[config.mk]
export PLATFORM = sky130hd
export DESIGN_NAME = lq_var_status
export DESIGN_NICKNAME = d
export VERILOG_FILES = /design/src/verilog/lq_var_pkg.sv /design/src/verilog/lq_var_status.sv
export SDC_FILE = /design/constraint.sdc
export NUM_CORES = 1
export LEC_CHECK = 0
export ABC_AREA = 1
export BUFFER_PORTS_ARGS = -buffer_cell sky130_fd_sc_hd__buf_2
export CAP_MARGIN = 20
export CORE_ASPECT_RATIO = 1.75
export CORE_MARGIN = 5
export CORE_UTILIZATION = 35
export CTS_CLUSTER_DIAMETER = 100
export DETAILED_ROUTE_END_ITERATION = 12
export REMOVE_ABC_BUFFERS = 1
export SLEW_MARGIN = 20
export SYNTH_ARGS = -nofsm -noshare
export SYNTH_HDL_FRONTEND = slang
export SYNTH_SLANG_ARGS = --single-unit
[constraint.sdc]
create_clock -name pclk -period 7.2 [get_ports pclk]
set_clock_uncertainty 0.1 [all_clocks]
set_input_delay 0.36 -clock pclk [delete_from_list [all_inputs] [get_ports pclk]]
set_output_delay 0.36 -clock pclk [all_outputs]
set_load 0.01 [all_outputs]
[src/verilog/lq_var_pkg.sv]
/*
 Constants and types shared by the link quality and variance status bank.
 Assumes a single 200 MHz register clock and APB access with 32-bit data.
*/
// Overview of operation
// - The variance sum is valid for software only while the ready flag is set.
// - After freeze, the first data read gives sum bits 15:0, the next 31:16.
// - Bit 15 enables the monitor, which only acts while a 100Mb link is up.
// - A high threshold set to its maximum or a low threshold set to its minimum never flags a violation.
// - Any violation raises the interrupt when the interrupt enable is set.
// - Reading the monitor register clears the warning flags it returned and re-arms the interrupt.
// - Bit 9 flags frequency control high, bit 8 frequency control low.
// - Bit 7 flags frequency offset high, bit 6 frequency offset low.
// - Bit 5 flags baseline wander high, bit 4 baseline wander low.
// - Bit 3 flags gain control high, bit 2 gain control low.
// - Bit 1 flags equalizer coefficient high, bit 0 equalizer coefficient low.
// - Monitor register bits 14:10 ignore writes and read as zero.
// - An optional automatic 100Mb link reset follows the monitor status.
// - Ready clears itself after two consecutive variance data reads.
// - Freeze clears itself after two consecutive variance data reads.
// - Timer picks 2, 4, 6 or 8 units of 2^17 8ns cycles; writing restarts.
// - Variance computation runs only while enabled; enable is off after reset.
package lq_var_pkg;
   // -----------------------------------------------------------------
   // Register indices; the byte address is four times the index.
   // -----------------------------------------------------------------
   localparam logic [7:0] IDX_VAR_CTRL  = 8'h1A;
   localparam logic [7:0] IDX_SUM_WIN   = 8'h1B;
   localparam logic [7:0] IDX_LQ_MON    = 8'h1D;
   localparam logic [7:0] IDX_LQ_EXTRA  = 8'h1E;
   // Field positions.
   localparam int VAR_RDY_BIT    = 15;
   localparam int VAR_FREEZE_BIT = 3;
   localparam int VAR_TIMER_LSB  = 1;
   localparam int VAR_EN_BIT     = 0;
   localparam int LQ_ON_BIT      = 15;
   localparam int EXTRA_IRQ_BIT  = 0;
   localparam int EXTRA_ARST_BIT = 1;
   // Reset values.
   localparam logic [15:0] VAR_CTRL_RST = 16'h0000;
   localparam logic [15:0] LQ_MON_RST   = 16'h0000;
   localparam logic [1:0]  EXTRA_RST    = 2'h0;
   // Timing: one variance unit is 2^17 cycles of an 8 ns clock.
   localparam int CLK_PERIOD_NS = 5;
   localparam int VAR_UNIT_NS   = 1048576;
   localparam int VAR_UNIT_CYC  = VAR_UNIT_NS / CLK_PERIOD_NS;
   // Monitored parameters and their width.
   localparam int NUM_PARAM  = 5;
   localparam int PARAM_W    = 8;
   typedef logic [PARAM_W-1:0] param_t;
   typedef struct packed {
      param_t hi;
      param_t lo;
   } thr_pair_t;
   typedef enum logic {HALF_LOW = 1'b0, HALF_HIGH = 1'b1} half_t;
endpackage : lq_var_pkg

[src/verilog/lq_var_status.sv]
/*
 APB register bank for the variance readout and the link quality monitor.
 Assumes thresholds, parameter values and variance samples come from the
 receiver datapath, already synchronous to pclk.
*/
`timescale 1ns/1ps
module lq_var_status
   import lq_var_pkg::*;
#(
   parameter int UNIT_CYC = VAR_UNIT_CYC
) (
   input  wire logic                         pclk,
   input  wire logic                         presetn,
   input  wire logic                         psel,
   input  wire logic                         penable,
   input  wire logic                         pwrite,
   input  wire logic [31:0]                  paddr,
   input  wire logic [31:0]                  pwdata,
   output logic      [31:0]                  prdata,
   output logic                              pready,
   output logic                              pslverr,
   input  wire logic                         link_100_up,
   input  wire param_t    [NUM_PARAM-1:0]    param_value,
   input  wire thr_pair_t [NUM_PARAM-1:0]    thr_value,
   input  wire logic                         var_sample_valid,
   input  wire logic signed [7:0]            var_sample,
   output logic                              lq_irq,
   output logic                              link_reset_req
);
   // -----------------------------------------------------------------
   // Bus decode
   // -----------------------------------------------------------------
   logic [29:0] idx;
   logic        setup_ph;
   logic        access_ph;
   logic        hit_ctrl;
   logic        hit_data;
   logic        hit_mon;
   logic        hit_extra;
   logic        mapped;
   logic        wr_ctrl;
   logic        rd_data;
   logic        rd_mon;

   // Word index from the byte address; access completes in one access cycle.
   assign idx       = paddr[31:2];
   assign setup_ph  = psel & ~penable;
   assign access_ph = psel & penable;
   assign hit_ctrl  = (idx == 30'(IDX_VAR_CTRL)) & (paddr[1:0] == 2'h0);
   assign hit_data  = (idx == 30'(IDX_SUM_WIN)) & (paddr[1:0] == 2'h0);
   assign hit_mon   = (idx == 30'(IDX_LQ_MON)) & (paddr[1:0] == 2'h0);
   assign hit_extra = (idx == 30'(IDX_LQ_EXTRA)) & (paddr[1:0] == 2'h0);
   assign mapped    = hit_ctrl | hit_data | hit_mon | hit_extra;
   assign pready    = penable;
   assign pslverr   = access_ph & ~mapped;
   assign wr_ctrl   = access_ph & pwrite & hit_ctrl;
   assign rd_data   = access_ph & ~pwrite & hit_data;
   assign rd_mon    = access_ph & ~pwrite & hit_mon;

   // -----------------------------------------------------------------
   // Link quality monitor
   // -----------------------------------------------------------------
   logic                   mon_on_reg;
   logic                   mon_on_next;
   logic [1:0]             extra_reg;
   logic [1:0]             extra_next;
   logic [2*NUM_PARAM-1:0] flags_reg;
   logic [2*NUM_PARAM-1:0] flags_next;
   logic [2*NUM_PARAM-1:0] viol;
   logic                   irq_reg;
   logic                   irq_next;
   logic                   armed_reg;
   logic                   armed_next;
   logic                   lrst_reg;
   logic                   lrst_next;
   logic                   mon_active;
   logic [31:0]            prdata_reg;
   logic [31:0]            prdata_next;

   // The monitor only acts on a live 100Mb link.
   assign mon_active = mon_on_reg & link_100_up;

   // Threshold compare per parameter; an all-ones high or all-zeros low threshold never fires.
   for (genvar g = 0; g < NUM_PARAM; g++) begin : g_cmp
      assign viol[2*g+1] = mon_active & (thr_value[g].hi != {PARAM_W{1'b1}})
                           & (param_value[g] > thr_value[g].hi);
      assign viol[2*g]   = mon_active & (thr_value[g].lo != {PARAM_W{1'b0}})
                           & (param_value[g] < thr_value[g].lo);
   end

   // Flags, interrupt and auto link reset next values.
   always_comb begin
      mon_on_next = mon_on_reg;
      extra_next  = extra_reg;
      flags_next  = flags_reg;
      irq_next    = irq_reg;
      armed_next  = armed_reg;
      lrst_next   = 1'b0;
      if (access_ph & pwrite & hit_mon) begin
         mon_on_next = pwdata[LQ_ON_BIT]; // Bits 14:10 are not stored.
      end
      if (access_ph & pwrite & hit_extra) begin
         extra_next = pwdata[1:0];
      end
      // Read clears only the flags it returned; new violations win.
      if (rd_mon) begin
         flags_next = flags_reg & ~prdata_reg[2*NUM_PARAM-1:0];
         irq_next   = 1'b0;
         armed_next = 1'b1;
      end
      flags_next = flags_next | viol;
      // A violation in the cycle of a monitor read re-raises the interrupt at once.
      if ((|viol) & armed_next & extra_reg[EXTRA_IRQ_BIT]) begin
         irq_next   = 1'b1;
         armed_next = 1'b0;
      end
      // Auto link reset pulses on a violation when enabled.
      lrst_next = (|viol) & extra_reg[EXTRA_ARST_BIT];
   end

   always_ff @(posedge pclk or negedge presetn) begin
      if (!presetn) begin
         mon_on_reg <= LQ_MON_RST[LQ_ON_BIT];
         extra_reg  <= EXTRA_RST;
         flags_reg  <= '0;
         irq_reg    <= 1'b0;
         armed_reg  <= 1'b1;
         lrst_reg   <= 1'b0;
      end else begin
         mon_on_reg <= mon_on_next;
         extra_reg  <= extra_next;
         flags_reg  <= flags_next;
         irq_reg    <= irq_next;
         armed_reg  <= armed_next;
         lrst_reg   <= lrst_next;
      end
   end

   assign lq_irq         = irq_reg;
   assign link_reset_req = lrst_reg;

   // -----------------------------------------------------------------
   // Variance computation and readout
   // -----------------------------------------------------------------
   logic        var_en_reg;
   logic        var_en_next;
   logic        freeze_reg;
   logic        freeze_next;
   logic [1:0]  timer_reg;
   logic [1:0]  timer_next;
   logic        rdy_reg;
   logic        rdy_next;
   logic [31:0] acc_reg;
   logic [31:0] acc_next;
   logic [31:0] sum_reg;
   logic [31:0] sum_next;
   logic [23:0] cnt_reg;
   logic [23:0] cnt_next;
   logic [23:0] limit;
   logic        sum_load;
   half_t       half_reg;
   half_t       half_next;
   logic [15:0] sq;

   // Period is 2, 4, 6 or 8 units.
   assign limit = 24'((32'(timer_reg) + 32'd1) * 32'd2 * 32'(UNIT_CYC) - 32'd1);
   assign sq    = 16'(var_sample * var_sample);
   // A new sum loads at the end of a period unless the readout is frozen.
   assign sum_load = var_en_reg & (cnt_reg >= limit) & ~freeze_reg;

   always_comb begin
      var_en_next = var_en_reg;
      freeze_next = freeze_reg;
      timer_next  = timer_reg;
      rdy_next    = rdy_reg;
      acc_next    = acc_reg;
      sum_next    = sum_reg;
      cnt_next    = cnt_reg;
      half_next   = half_reg;
      if (!var_en_reg) begin
         acc_next = '0; // Computation idles while disabled.
         cnt_next = '0;
      end else if (cnt_reg >= limit) begin
         cnt_next = '0;
         acc_next = '0;
         if (!freeze_reg) begin
            sum_next = acc_reg; // Frozen sums are never replaced.
            rdy_next = 1'b1;
         end
      end else begin
         cnt_next = cnt_reg + 24'h000001;
         if (var_sample_valid) begin
            acc_next = acc_reg + 32'(sq);
         end
      end
      // Any control write restarts the computation.
      if (wr_ctrl) begin
         var_en_next = pwdata[VAR_EN_BIT];
         freeze_next = pwdata[VAR_FREEZE_BIT];
         timer_next  = pwdata[VAR_TIMER_LSB+1:VAR_TIMER_LSB];
         cnt_next    = '0;
         acc_next    = '0;
         half_next   = HALF_LOW; // Readout restarts at the low half.
      end
      if (rd_data) begin
         unique case (half_reg)
            HALF_LOW: begin
               half_next = HALF_HIGH;
            end
            HALF_HIGH: begin
               half_next   = HALF_LOW;
               rdy_next    = sum_load; // A load in the same cycle wins.
               freeze_next = 1'b0;
            end
         endcase
      end else if (access_ph & mapped) begin
         half_next = HALF_LOW; // Any other mapped access breaks the pair.
      end
   end

   always_ff @(posedge pclk or negedge presetn) begin
      if (!presetn) begin
         var_en_reg <= VAR_CTRL_RST[VAR_EN_BIT];
         freeze_reg <= VAR_CTRL_RST[VAR_FREEZE_BIT];
         timer_reg  <= VAR_CTRL_RST[VAR_TIMER_LSB+1:VAR_TIMER_LSB];
         rdy_reg    <= VAR_CTRL_RST[VAR_RDY_BIT];
         acc_reg    <= '0;
         sum_reg    <= '0;
         cnt_reg    <= '0;
         half_reg   <= HALF_LOW;
      end else begin
         var_en_reg <= var_en_next;
         freeze_reg <= freeze_next;
         timer_reg  <= timer_next;
         rdy_reg    <= rdy_next;
         acc_reg    <= acc_next;
         sum_reg    <= sum_next;
         cnt_reg    <= cnt_next;
         half_reg   <= half_next;
      end
   end

   // -----------------------------------------------------------------
   // Read data, captured in the setup cycle
   // -----------------------------------------------------------------
   always_comb begin
      prdata_next = prdata_reg;
      if (setup_ph & ~pwrite) begin
         prdata_next = '0;
         if (hit_ctrl) begin
            prdata_next[VAR_RDY_BIT]    = rdy_reg;
            prdata_next[VAR_FREEZE_BIT] = freeze_reg;
            prdata_next[VAR_TIMER_LSB+1:VAR_TIMER_LSB] = timer_reg;
            prdata_next[VAR_EN_BIT]     = var_en_reg;
         end else if (hit_data) begin
            prdata_next[15:0] = (half_reg == HALF_LOW) ? sum_reg[15:0] : sum_reg[31:16];
         end else if (hit_mon) begin
            prdata_next[LQ_ON_BIT] = mon_on_reg; // Bits 14:10 stay zero.
            prdata_next[2*NUM_PARAM-1:0] = flags_reg;
         end else if (hit_extra) begin
            prdata_next[1:0] = extra_reg;
         end
      end
   end

   always_ff @(posedge pclk or negedge presetn) begin
      if (!presetn) begin
         prdata_reg <= '0;
      end else begin
         prdata_reg <= prdata_next;
      end
   end

   assign prdata = prdata_reg;
endmodule : lq_var_status

-- Yosys cells after proc, flatten, opt, wreduce, memory -nomap -nowiden
Cells that the tools add are included.
- register bits: 126
- input port bits: 199
- word-level logic and storage cells: 140
- $add $sub $neg: 4
- multipliers: 2
- $lt $le $gt $ge: 11
- equal/unequal tests: 10
- multiplexer cells: 35
- bitwise gates (word level): 53
- reductions and logical operators: 10
- operator list (cell ; count):
    32-bit 2-to-1 mux ; 4
    30-bit by 5-bit == test with 1-bit output (second input constant) ; 4
    24-bit 2-to-1 mux ; 3
    1-bit AND ; 42
    8-bit > comparator ; 5
    8-bit < comparator ; 5
    8-bit inequality test (second input constant) ; 5
    8-bit nonzero test ; 5
    32-bit by 16-bit adder with 32-bit output ; 1
    24-bit by 1-bit adder with 24-bit output (second input constant) ; 1
    24-bit greater-or-equal comparator ; 1
    22-bit by 1-bit subtractor with 23-bit output (second input constant) ; 1
    3-bit by 18-bit multiplier with 21-bit output (second input constant) ; 1
    10-bit 2-to-1 mux ; 2
    1-bit 2-to-1 mux ; 18
    8-bit by 8-bit multiplier with 16-bit output ; 1
    16-bit 2-to-1 mux ; 1
    11-bit 2-to-1 mux ; 1
    10-bit AND ; 1
    10-bit inverter ; 1
    10-bit OR ; 1
    10-bit OR reduction ; 1
    8-bit 2-to-1 mux ; 1
    5-bit 2-to-1 mux ; 1
    other kinds (11) ; 18

-- Logic depth before layout (Yosys ltp)
Gate-level depths: netlist (run 1).
- depth in word-level cells: 8
- mapped depth: 34

-- Worst setup path before layout (run 1)
No wires, ideal clock.
- path kind: input to register
- start point: input port var_sample[7]
- end point: register acc_reg[29]
- data arrival time: 5.254 ns
- required time: 6.981 ns
- slack: 1.727 ns
- cell stages on the path: 27
- path buffers: 1
- cell sequence: clkbuf_1 nand2_1 fa_1 inv_1 fa_1 fa_1 inv_1 fa_1 inv_1 ha_1 a21oi_1 o21ai_0 a21oi_1 nor2_1 nor2_1 xor2_1 inv_1 ha_1 nand2_1 nor2_1 inv_1 nor2_1 nand3_1 a31oi_1 nand3_1 nand2_1 nor2_1
- longest elaborated chain between the ends: 6
- ends and longest elaborated chain (item ; line ; source):
    start: declaration ; lq_var_status.sv:26 ; input wire logic signed [7:0] var_sample,
    8-bit by 8-bit multiplier with 16-bit output ; lq_var_status.sv:167 ; assign sq = 16'(var_sample * var_sample);
    32-bit by 16-bit adder with 32-bit output ; lq_var_status.sv:193 ; acc_next = acc_reg + 32'(sq);
    32-bit 2-to-1 mux ; lq_var_status.sv:192 ; if (var_sample_valid) begin
    32-bit 2-to-1 mux ; lq_var_status.sv:183 ; end else if (cnt_reg >= limit) begin
    32-bit 2-to-1 mux ; lq_var_status.sv:180 ; if (!var_en_reg) begin
    32-bit 2-to-1 mux ; lq_var_status.sv:197 ; if (wr_ctrl) begin
    end signal: assignment ; lq_var_status.sv:236 ; acc_reg <= acc_next;
    end: declaration ; lq_var_status.sv:153 ; logic [31:0] acc_reg;
No other way between the ends. The select of a mux whose other input is x is not followed.
A chain may end at the register's enable or synchronous reset.

-- Worst setup path in the final report (run 1)
- start point: input port var_sample[2]
- end point: register acc_reg[24]
The elaborated chain is that of the path after synthesis.

==> key figures, run 1 <==
Route
  • Final wirelength: 32.4 mm
  • DRT antenna net count: 0
  • Drt via density: 4.75
  • DRC viols: 0
  • Routed WL per cell: 13.6 µm
  • DRT iter0 DRCs: slightly below 400
  • DRT Pass-1 Iters: 4
  • DR vias: 11300

Logic synthesis
  • Commonest cells post-synth: nand2_1 (381), inv_1 (334), nor2_1 (169)
  • Synth Area in Simple Gates: 0.251
  • Top-count cell post-synth: nand2_1
  • Post-synthesis cell area: 12300 µm²
  • Adder-Cell Fraction of Synth Area: 0.220
  • Largest cells by area after synthesis: dfrtp_1 (25%), ha_1 (15%), nand2_1 (12%), inv_1 (10%), fa_1 (7.0%)
  • Most used DFF post-synth: dfrtp_1
  • Sequential-to-total area share from yosys stat: 0.256
  • Synthesized instance count: 1715
  • Mux contribution to synthesized area: 0.00984
  • Largest family of logic cells by synthesized area: simple AND/OR/NAND/NOR gates
  • Post-synthesis compound-gate area fraction: 0.0982
  • Yosys top cell by area: dfrtp_1
  • Yosys Warn Count: 0
  • Asr flop ratio synth: 1.00
  • Post-synth cell types: 48
  • Share of the synthesized area in the top cell type: 0.254
  • #FFs+latches synth: 126
  • Post-Syn Area per Cell: 7.19 µm²
  • Number of synthesized flops with an enable pin: 0
  • XOR/XNOR share of the synthesized area: 0.0384

Critical path
  • CP Max Fanout: 10
  • CP arrival: 5890 ps
  • Required time of the critical path: 7470 ps
  • CP Capture Type: flip-flop
  • Critical path class: in2reg
  • Critical Path Source Type: input pin

Hold path
  • Min-Delay Path Class: in2reg

Run status
  • Run status: finished clean

STA
  • Final setup vio count: 0
  • Crit share post-route: 0.781
  • Max transition margin: 0.375
  • Fmax: 0.178 GHz
  • Final Worst Setup Slack: 1580 ps
  • Final min period: 5620 ps
  • Worst Max-Slew Pin Slew: 937 ps
  • Endpoints failing hold: 0
  • Setup TNS: 0 ps
  • RSZ-0062 raised after global routing: false
  • Final slew viol count: 0

Pwr
  • P per Cell Area: around 210 nW/µm²
  • LEAKAGE: 0.00778 µW
  • Combinational power share: 0.490
  • Sw Share: 0.408
  • Power share of the clock group: 0.278
  • Sequential Power Share: 0.232
  • Pint: 1810 µW
  • Net Switching: 1240 µW
  • Worst vdd ir: 0.170 mV

Cells and area
  • Post-layout util: 0.407
  • Fraction of layout cells with a size suffix above 1: 0.137
  • # nets final: 2287
  • Area Growth Syn to Fin: 15.8%
  • Antenna cells: 0

Clocking
  • Max clock buf depth: 2
  • CTS tree: yes
  • Htree depth: 4
  • Reg clk slew, reported paths: 60 ps
  • Clk root buf: clkbuf_16
  • Clock Latency Late Sink: 420 ps
  • CTS Sinks: 126
  • Post-CTS Setup Inserts: 0
  • CTS Buf Count: 17

Global routing
  • GRT Total Usage: 0.163
  • Initial antenna violation count: 0
  • Largest net degree at the start of global routing: between 70 and 80
  • Total gr overflow: 0
  • Vias in the first global route: 11500
  • First-pass GRT wire length: between 50 and 60 mm

Floorplanning
  • Core area: about 35000 µm²
  • Number of I/O pins: 235
  • Site Rows: 91
  • Die Ht: 258 µm
  • Initial Util: 0.352
  • Horiz. Die Dim: 152 µm
  • DIE AREA: 39200 µm²

Place
  • PortBufs: between 150 and 200
  • Gpl congestion: 0.893
  • Detailed placer's ending HPWL: between 20 and 30 mm
  • Post-Place Setup Slack: 1070 ps

Job
  • Max-cap viol count: 0
final cells by class:
class / instances / area, µm²
inverter: 340 / 1280
sequential: 126 / 3150
timing repair buffer: 196 / 998
tap: 465 / 582
clock buffer: 21 / 460
clock inverter: 11 / 116
multi-input combinational: 1216 / 7690
fill: 3751 / 20800
per-layer routing:
metal,up-vias,global-route usage,part of all wire
met5,-,0,0
met1,5216,0.164,0.37
li1,5749,-,-
met2,241,0.330,0.56
met3,67,0.0264,0.036
met4,0,0.0622,0.034
per-stage QoR:
step / std cells / cell area (µm²) / power (µW) / hold WS (ps)
2_1_floorplan: 1682 / 12100 / 1870 / -35.6
3_3_place_gp: 2342 / 13700 / 2200 / 353
3_5_place_dp: 2342 / 13700 / 2230 / 357
4_1_cts: 2375 / 14300 / 3090 / 58.5
5_1_grt: 2375 / 14300 / 3310 / 67.0
6_report: 2375 / 14300 / 3050 / 71.5
layout by cell type (no fill, tap or decap), types with 10 or more instances in the layout:
cell type / instances
nand2_1: 381
inv_1: 334
buf_2: 190
nor2_1: 169
ha_1: 148
dfrtp_1: 125
o21ai_0: 92
nand3_1: 85
a21oi_1: 80
fa_1: 43
nand4_1: 38
xor2_1: 33
nor3_1: 23
xnor2_1: 21
conb_1: 17
clkbuf_16: 17
mux2i_1: 11
o22ai_2: 10
logic make-up after synthesis:
logic type	Yosys count
flip-flops	126
adder cells (fa/ha/maj)	191
XOR/XNOR	54
AO/OA/AOI/OAI	214
other	1
AND/OR/NAND/NOR	728
multiplexers	12
buffers and inverters	389
worst max-delay path: stages:
cell	delay, ps
buf_2	170
nand2_1	140
inv_1	100
fa_1	670
inv_1	110
fa_1	570
fa_1	450
fa_1	540
inv_1	40
ha_1	340
inv_1	100
o21bai_1	80
nor2_1	100
nand3_1	140
nand2_1	90
nand2_1	50
a21oi_1	140
xor2_1	250
ha_1	290
a21oi_1	230
o21ai_0	200
a21oi_1	240
nand2_1	100
nand3_1	70
nand3_1	60
nor2_1	80
nand3_1	70
nand2_1	80
repair_timing:
| action | 4_1_cts | 5_1_grt |
|---|---|---|
| gates resized for setup | 0 | 0 |
| hold endpoints to repair | 52 | 0 |
| hold buffers | 1 | 0 |
power groups by stage:
stage                     clock network (µW)  registers, µW  logic [µW]
after floorplan                            0            722        1140
after global placement                     0            722        1480
after detailed placement                   0            722        1510
after CTS                                863            709        1520
after global routing                     896            709        1710
final                                    847            709        1490
path summary, 6_finish.rpt:
| path | startpoint | end | slack (ps) | depth (start not counted) |
|---|---|---|---|---|
| max in group asynchronous | presetn | acc_reg[0] | 5140 | 3 |
| min in group asynchronous | presetn | cnt_reg[7] | 430 | 2 |
| hold / removal | pwdata[15] | mon_on_reg | 70 | 2 |
| setup reg to reg | timer_reg[1] | acc_reg[14] | 2290 | 19 |
| setup / recovery | var_sample[2] | acc_reg[24] | 1580 | 28 |
| hold reg to reg | extra_reg[0] | armed_reg | 380 | 1 |
No activity file was read; power rests on OpenSTA's default activity.
==> inputs of run 2 (changes only) <==
==> constraint.sdc (replaced) <==
create_clock -name pclk -period 5.28 [get_ports pclk]
set_clock_uncertainty 0.1 [all_clocks]
set_input_delay 0.264 -clock pclk [delete_from_list [all_inputs] [get_ports pclk]]
set_output_delay 0.264 -clock pclk [all_outputs]
set_load 0.01 [all_outputs]
==> run 2 against run 1 <==
- first-iteration DRC count shrank 7.7%
- hold slack lost 27 ps
- critical path depth grew 1
- register-to-register slack lost 1100 ps
- power grew 76%
- global-route usage grew 0.95 points
- die area is the same
- cell count grew 4.1%
- core utilization grew 3.0 points
- final area grew 7.4%
- worst setup slack lost 1300 ps
- largest power group unchanged
==> key figures, run 2 (same netlist as run 1, synthesis figures left out) <==
Place
  • Gpl congestion: 0.961
  • PortBufs: 191
  • Post-Place Setup Slack: -486 ps
  • Detailed placer's ending HPWL: a little under 30 mm

Route
  • Routed WL per cell: approximately 14 µm
  • Final wirelength: 34.4 mm
  • DRT Pass-1 Iters: 4
  • DRT antenna net count: 0
  • Drt via density: between 4 and 5
  • DRT iter0 DRCs: 361
  • DRC viols: 0
  • DR vias: 11700

STA
  • Final Worst Setup Slack: 262 ps
  • Final slew viol count: 0
  • Worst Hold Margin: 44.7 ps
  • RSZ-0062 raised after global routing: true
  • Fmax: 0.199 GHz
  • Crit share post-route: 0.950
  • Final setup vio count: 0
  • Max transition margin: 0.391
  • Worst Max-Slew Pin Slew: 914 ps
  • Final min period: 5020 ps
  • Endpoints failing hold: 0

Clocking
  • CTS tree: yes
  • CTS Sinks: 126
  • CTS Buf Count: 17
  • Max clock buf depth: 2
  • Clock Latency Late Sink: around 420 ps
  • Reg clk slew, reported paths: 60 ps
  • Clk root buf: clkbuf_16
  • Htree depth: 4

Floorplanning
  • Site Rows: 91
  • Initial Util: 0.352
  • Number of I/O pins: between 200 and 250
  • Core area: 35100 µm²
  • DIE AREA: 39200 µm²
  • Die Ht: 258 µm
  • Horiz. Die Dim: 152 µm

Hold path
  • Min-Delay Path Class: in2reg

Global routing
  • Vias in the first global route: 11900
  • Initial antenna violation count: 0
  • Largest net degree at the start of global routing: 73
  • Total gr overflow: 0
  • First-pass GRT wire length: about 56 mm
  • GRT Total Usage: 0.173

Pwr
  • P per Cell Area: 351 nW/µm²
  • Pwr Total: 5380 µW
  • LEAKAGE: about 0.0083 µW
  • Worst vdd ir: 0.254 mV

Cells and area
  • # nets final: 2384
  • Fraction of layout cells with a size suffix above 1: 0.207
  • Antenna cells: 0
  • Area Growth Syn to Fin: 24.4%
  • Commonest non-fill, non-tap cells in the layout: nand2_1 (371), inv_1 (330), buf_2 (187)
  • Commonest non-fill, non-tap cell in the layout: nand2_1

Critical path
  • Required time of the critical path: between 5000 and 6000 ps
  • Critical path class: in2reg
  • Crit-path max cell delay: 550 ps
  • CP arrival: around 5300 ps
  • Critical Path Source Type: input pin
  • R2R Setup Slk: 1170 ps
  • Most Frequent Cell on Critical Path: nand2_1
  • Max stage delay cell, worst path: fa_1
  • CP Max Fanout: 4
  • CP Capture Type: flip-flop

Run status
  • Run status: finished clean

Job
  • Max-cap viol count: 0
## run 2: path summary, 6_finish.rpt
path                               start           end  cells past startpoint
setup reg to reg            timer_reg[1]   acc_reg[14]                     16
min in group asynchronous        presetn    cnt_reg[6]                      2
setup / recovery           var_sample[2]   acc_reg[24]                     29
hold reg to reg             extra_reg[0]     armed_reg                      1
hold / removal                 pwdata[3]    freeze_reg                      3
max in group asynchronous        presetn  timer_reg[1]                      3
## run 2: repair_timing
action                                  in CTS  in global routing
setup buffers                                0                  3
hold buffers                                 2                  0
endpoints found under the setup margin       4                 22
pin swaps                                    0                 28
gates resized for setup                      2                 70
hold endpoints to repair                    55                  0
## run 2: worst max-delay path: cells and delay by family
| kind | cells | cell delay [ps] |
|---|---|---|
| fa+ha+maj | 6 | 2570 |
| xor+xnor | 1 | 190 |
| compound gates | 5 | 740 |
| buf+inv | 5 | 440 |
| simple gates | 12 | 1050 |
## run 2: metal layers
metal  up-vias  global-route usage  share of wire
li1       5940                   -              -
met1      5463               0.168           0.36
met2       243               0.361           0.58
met3        61              0.0249          0.032
met4         0              0.0600          0.033
met5         -                   0              0
## run 2: cell type report
cell class                      count  area, µm²
Clock buffer                       18        429
Tap cell                          465        582
Fill cell                        3643      19700
Timing Repair Buffer              293       1770
Multi-Input combinational cell   1216       7930
Clock inverter                     14        193
Sequential cell                   126       3150
Inverter                          340       1280
## run 2: power breakdown
group	internal (µW)	total (µW)	switching, µW
Sequential	967	967	0.159
Clock	790	1240	450
Combinational	1550	3180	1630
## run 2: stage by stage
stage | std cells | setup TNS [ps] | instance area (µm²) | utilization
after floorplan | 1682 | 0 | 12100 | -
after CTS | 2469 | 0 | 15000 | 0.429
after global routing | 2472 | -186 | 15300 | 0.437
final | 2472 | 0 | 15300 | 0.437
after global placement | 2435 | -6870 | 14400 | 0.411
after detailed placement | 2435 | -8600 | 14400 | 0.411
==> inputs of run 3 (changes only) <==
--- a/config.mk
+++ b/config.mk
@@ -5,7 +5,6 @@
 export SDC_FILE = /design/constraint.sdc
 export NUM_CORES = 1
 export LEC_CHECK = 0
-export ABC_AREA = 1
 export BUFFER_PORTS_ARGS = -buffer_cell sky130_fd_sc_hd__buf_2
 export CAP_MARGIN = 20
 export CORE_ASPECT_RATIO = 1.75
==> run 3 against run 2 <==
- the run now ends with setup timing left
- core utilization rose by 0.73 points
- clock power is 10% lower
- clock-buffer cell count up 4
- area after synthesis is 6.7% lower
- via count decreased by 16%
- critical path type unchanged
- largest power group unchanged
==> key figures, run 3 <==
Clocking
  • CTS Buf Count: 17
  • CTS tree: yes
  • Reg clk slew, reported paths: 60 ps
  • CTS Sinks: 126
  • Clock Latency Late Sink: around 420 ps
  • Htree depth: 4
  • Clk root buf: clkbuf_16
  • Max clock buf depth: 2

Job
  • Max-cap viol count: 0

Cells and area
  • Commonest non-fill, non-tap cell in the layout: buf_2
  • Fillers: between 3000 and 4000
  • Post-layout util: 0.445
  • Commonest non-fill, non-tap cells in the layout: buf_2 (183), inv_1 (154), ha_1 (138)
  • # nets final: 1940
  • Fraction of layout cells with a size suffix above 1: 0.293
  • Area Growth Syn to Fin: 26.4%

Pwr
  • Net Switching: between 1500 and 2000 µW
  • Sequential Power Share: 0.190
  • Worst vdd ir: 0.275 mV
  • LEAKAGE: 0.00735 µW
  • Combinational power share: 0.594
  • Pwr Total: 5100 µW
  • Power share of the clock group: 0.217
  • Pint: ~3200 µW
  • Sw Share: 0.372
  • P per Cell Area: 351 nW/µm²

Critical path
  • CP Capture Type: flip-flop
  • CP arrival: roughly 5600 ps
  • Critical path's top delay family: adder cells
  • Crit-path max cell delay: 540 ps
  • Critical Path Source Type: input pin
  • Most Frequent Cell on Critical Path: fa_1
  • WP buf/inv: 4
  • CP Max Fanout: 6
  • Required time of the critical path: 5530 ps
  • Critical path class: in2reg
  • Max stage delay cell, worst path: fa_1

Route
  • DRC viols: 0
  • DRT antenna net count: 0
  • Final wirelength: approximately 30 mm
  • Routed WL per cell: approximately 15 µm
  • DRT iter0 DRCs: 319
  • Drt via density: 5.01
  • DR vias: just under 10000
  • DRT Pass-1 Iters: 6

Logic synthesis
  • #FFs+latches synth: between 100 and 150
  • Top-count cell post-synth: inv_1
  • Post-Syn Area per Cell: 9.05 µm²
  • Yosys Warn Count: 0
  • Yosys top cell by area: dfrtp_1
  • Most used DFF post-synth: dfrtp_1
  • Post-synthesis cell area: 11500 µm²
  • Synthesized instance count: 1272
  • Number of synthesized flops with an enable pin: 0
  • Largest cells by area after synthesis: dfrtp_1 (27%), ha_1 (16%), fa_1 (7.5%), inv_1 (5.4%), xnor2_1 (4.6%)
  • Sequential-to-total area share from yosys stat: 0.274
  • Share of the synthesized area in the top cell type: 0.272
  • Commonest cells post-synth: inv_1 (164), ha_1 (148), dfrtp_1 (125)
  • Post-synth cell types: 75
  • Asr flop ratio synth: 1.00

Global routing
  • Initial antenna violation count: 2
  • Total gr overflow: 0
  • First-pass GRT wire length: 49.4 mm
  • GRT Total Usage: 0.163
  • Largest net degree at the start of global routing: 56
  • Vias in the first global route: about 10000

STA
  • Worst Max-Slew Pin Slew: 954 ps
  • Final Worst Setup Slack: -29.9 ps
  • Setup TNS: -29.9 ps
  • Fmax: 0.188 GHz
  • Final min period: 5310 ps
  • RSZ-0062 raised after global routing: true
  • Final slew viol count: 0
  • Crit share post-route: 1.01
  • Max transition margin: 0.358
  • Final setup vio count: 1
  • Endpoints failing hold: 0

Place
  • Post-Place Setup Slack: -916 ps
  • Detailed placer's ending HPWL: 24.9 mm
  • PortBufs: between 150 and 200
  • Gpl congestion: ~0.84

Run status
  • Run status: complete, but fails checks
  • Failing checks: setup timing

Floorplanning
  • Horiz. Die Dim: 147 µm
  • Initial Util: 0.352
  • DIE AREA: approximately 37000 µm²
  • Site Rows: 88
  • Die Ht: 250 µm
  • Number of I/O pins: 235
  • Core area: 32700 µm²

Hold path
  • Min-Delay Path Class: in2reg
[run 3: cell count changes after synthesis, moves of 14 or more]
cell      before  now
nor4_1         2   19
a21o_1         3   19
nor2b_1        0   20
inv_1        334  164
xnor2_1       21   60
a211oi_1       2   16
and2_1         3   19
mux2_2         1   41
nor2_1       169  106
nand3_1       86   20
a21oi_1       80   64
o21ai_0       92   36
xor2_1        33   16
nand2_1      381  104
[run 3: power by group through the flow]
stage | Combinational, µW | Sequential (µW) | Clock (µW)
floorplan | 1580 | 984 | 0
detailed placement | 2580 | 984 | 0
finish | 3030 | 967 | 1110
CTS | 2830 | 967 | 1130
global placement | 2520 | 984 | 0
global route | 3380 | 966 | 1160
[run 3: worst min-delay path, cell delays in order]
cell and delay (ps):
buf_2 120, nand2_1 50, o21ai_0 60
[run 3: worst paths after layout]
path	startpoint	end	slack, ps	depth (start not counted)
min in group asynchronous	presetn	acc_reg[15]	290	2
worst max-delay path	var_sample[0]	acc_reg[31]	-30	25
max in group asynchronous	presetn	acc_reg[1]	3650	3
worst min-delay path	pwdata[1]	timer_reg[0]	8	3
worst min register to register	flags_reg[0]	flags_reg[0]	380	2
worst max register to register	timer_reg[0]	cnt_reg[21]	1030	13
[run 3: cell families after synthesis]
group / share of synthesized area
other: 0.000326
and+or+nand+nor: 0.170
AOI/OAI and AO/OA: 0.122
xor gates and xnor gates: 0.0579
muxes: 0.0584
DFF: 0.274
buffers and inverters: 0.0817
adders and majority gates: 0.236
[run 3: metrics by stage]
| stage | hold slack (ps) | instances | cell area [µm²] |
|---|---|---|---|
| after floorplan | -132 | 1238 | 11200 |
| after global placement | 208 | 1924 | 13400 |
| after detailed placement | 214 | 1924 | 13400 |
| after CTS | 4.79 | 1964 | 14400 |
| after global routing | 24.4 | 1968 | 14500 |
| final | 8.24 | 1968 | 14500 |
[run 3: layout make-up]
type	count	area, µm²	area share
inverters	164	621	0.0427
multi-input cells	948	7850	0.540
repair buffers	293	1850	0.127
well taps	405	507	0.0349
clock inverters	9	86.3	0.00594
flip-flops and latches	126	3150	0.217
clock buffers	22	474	0.0326
diodes	1	2.50	0.000172
[run 3: repair_timing]
item                                   4_1_cts  5_1_grt
setup endpoints to repair                   17       18
gates resized for setup                     72       33
hold buffers                                 4        0
buffers inserted                             5        3
pin swaps                                   38       41
endpoints found under the hold margin       47        0
[run 3: metal layers]
layer	global-route usage	wire [µm]	vias to the layer above
li1	-	-	4892
met5	0	13	-
met4	0.0523	689	2
met2	0.332	17200	196
met1	0.163	10900	4716
met3	0.0263	1070	45
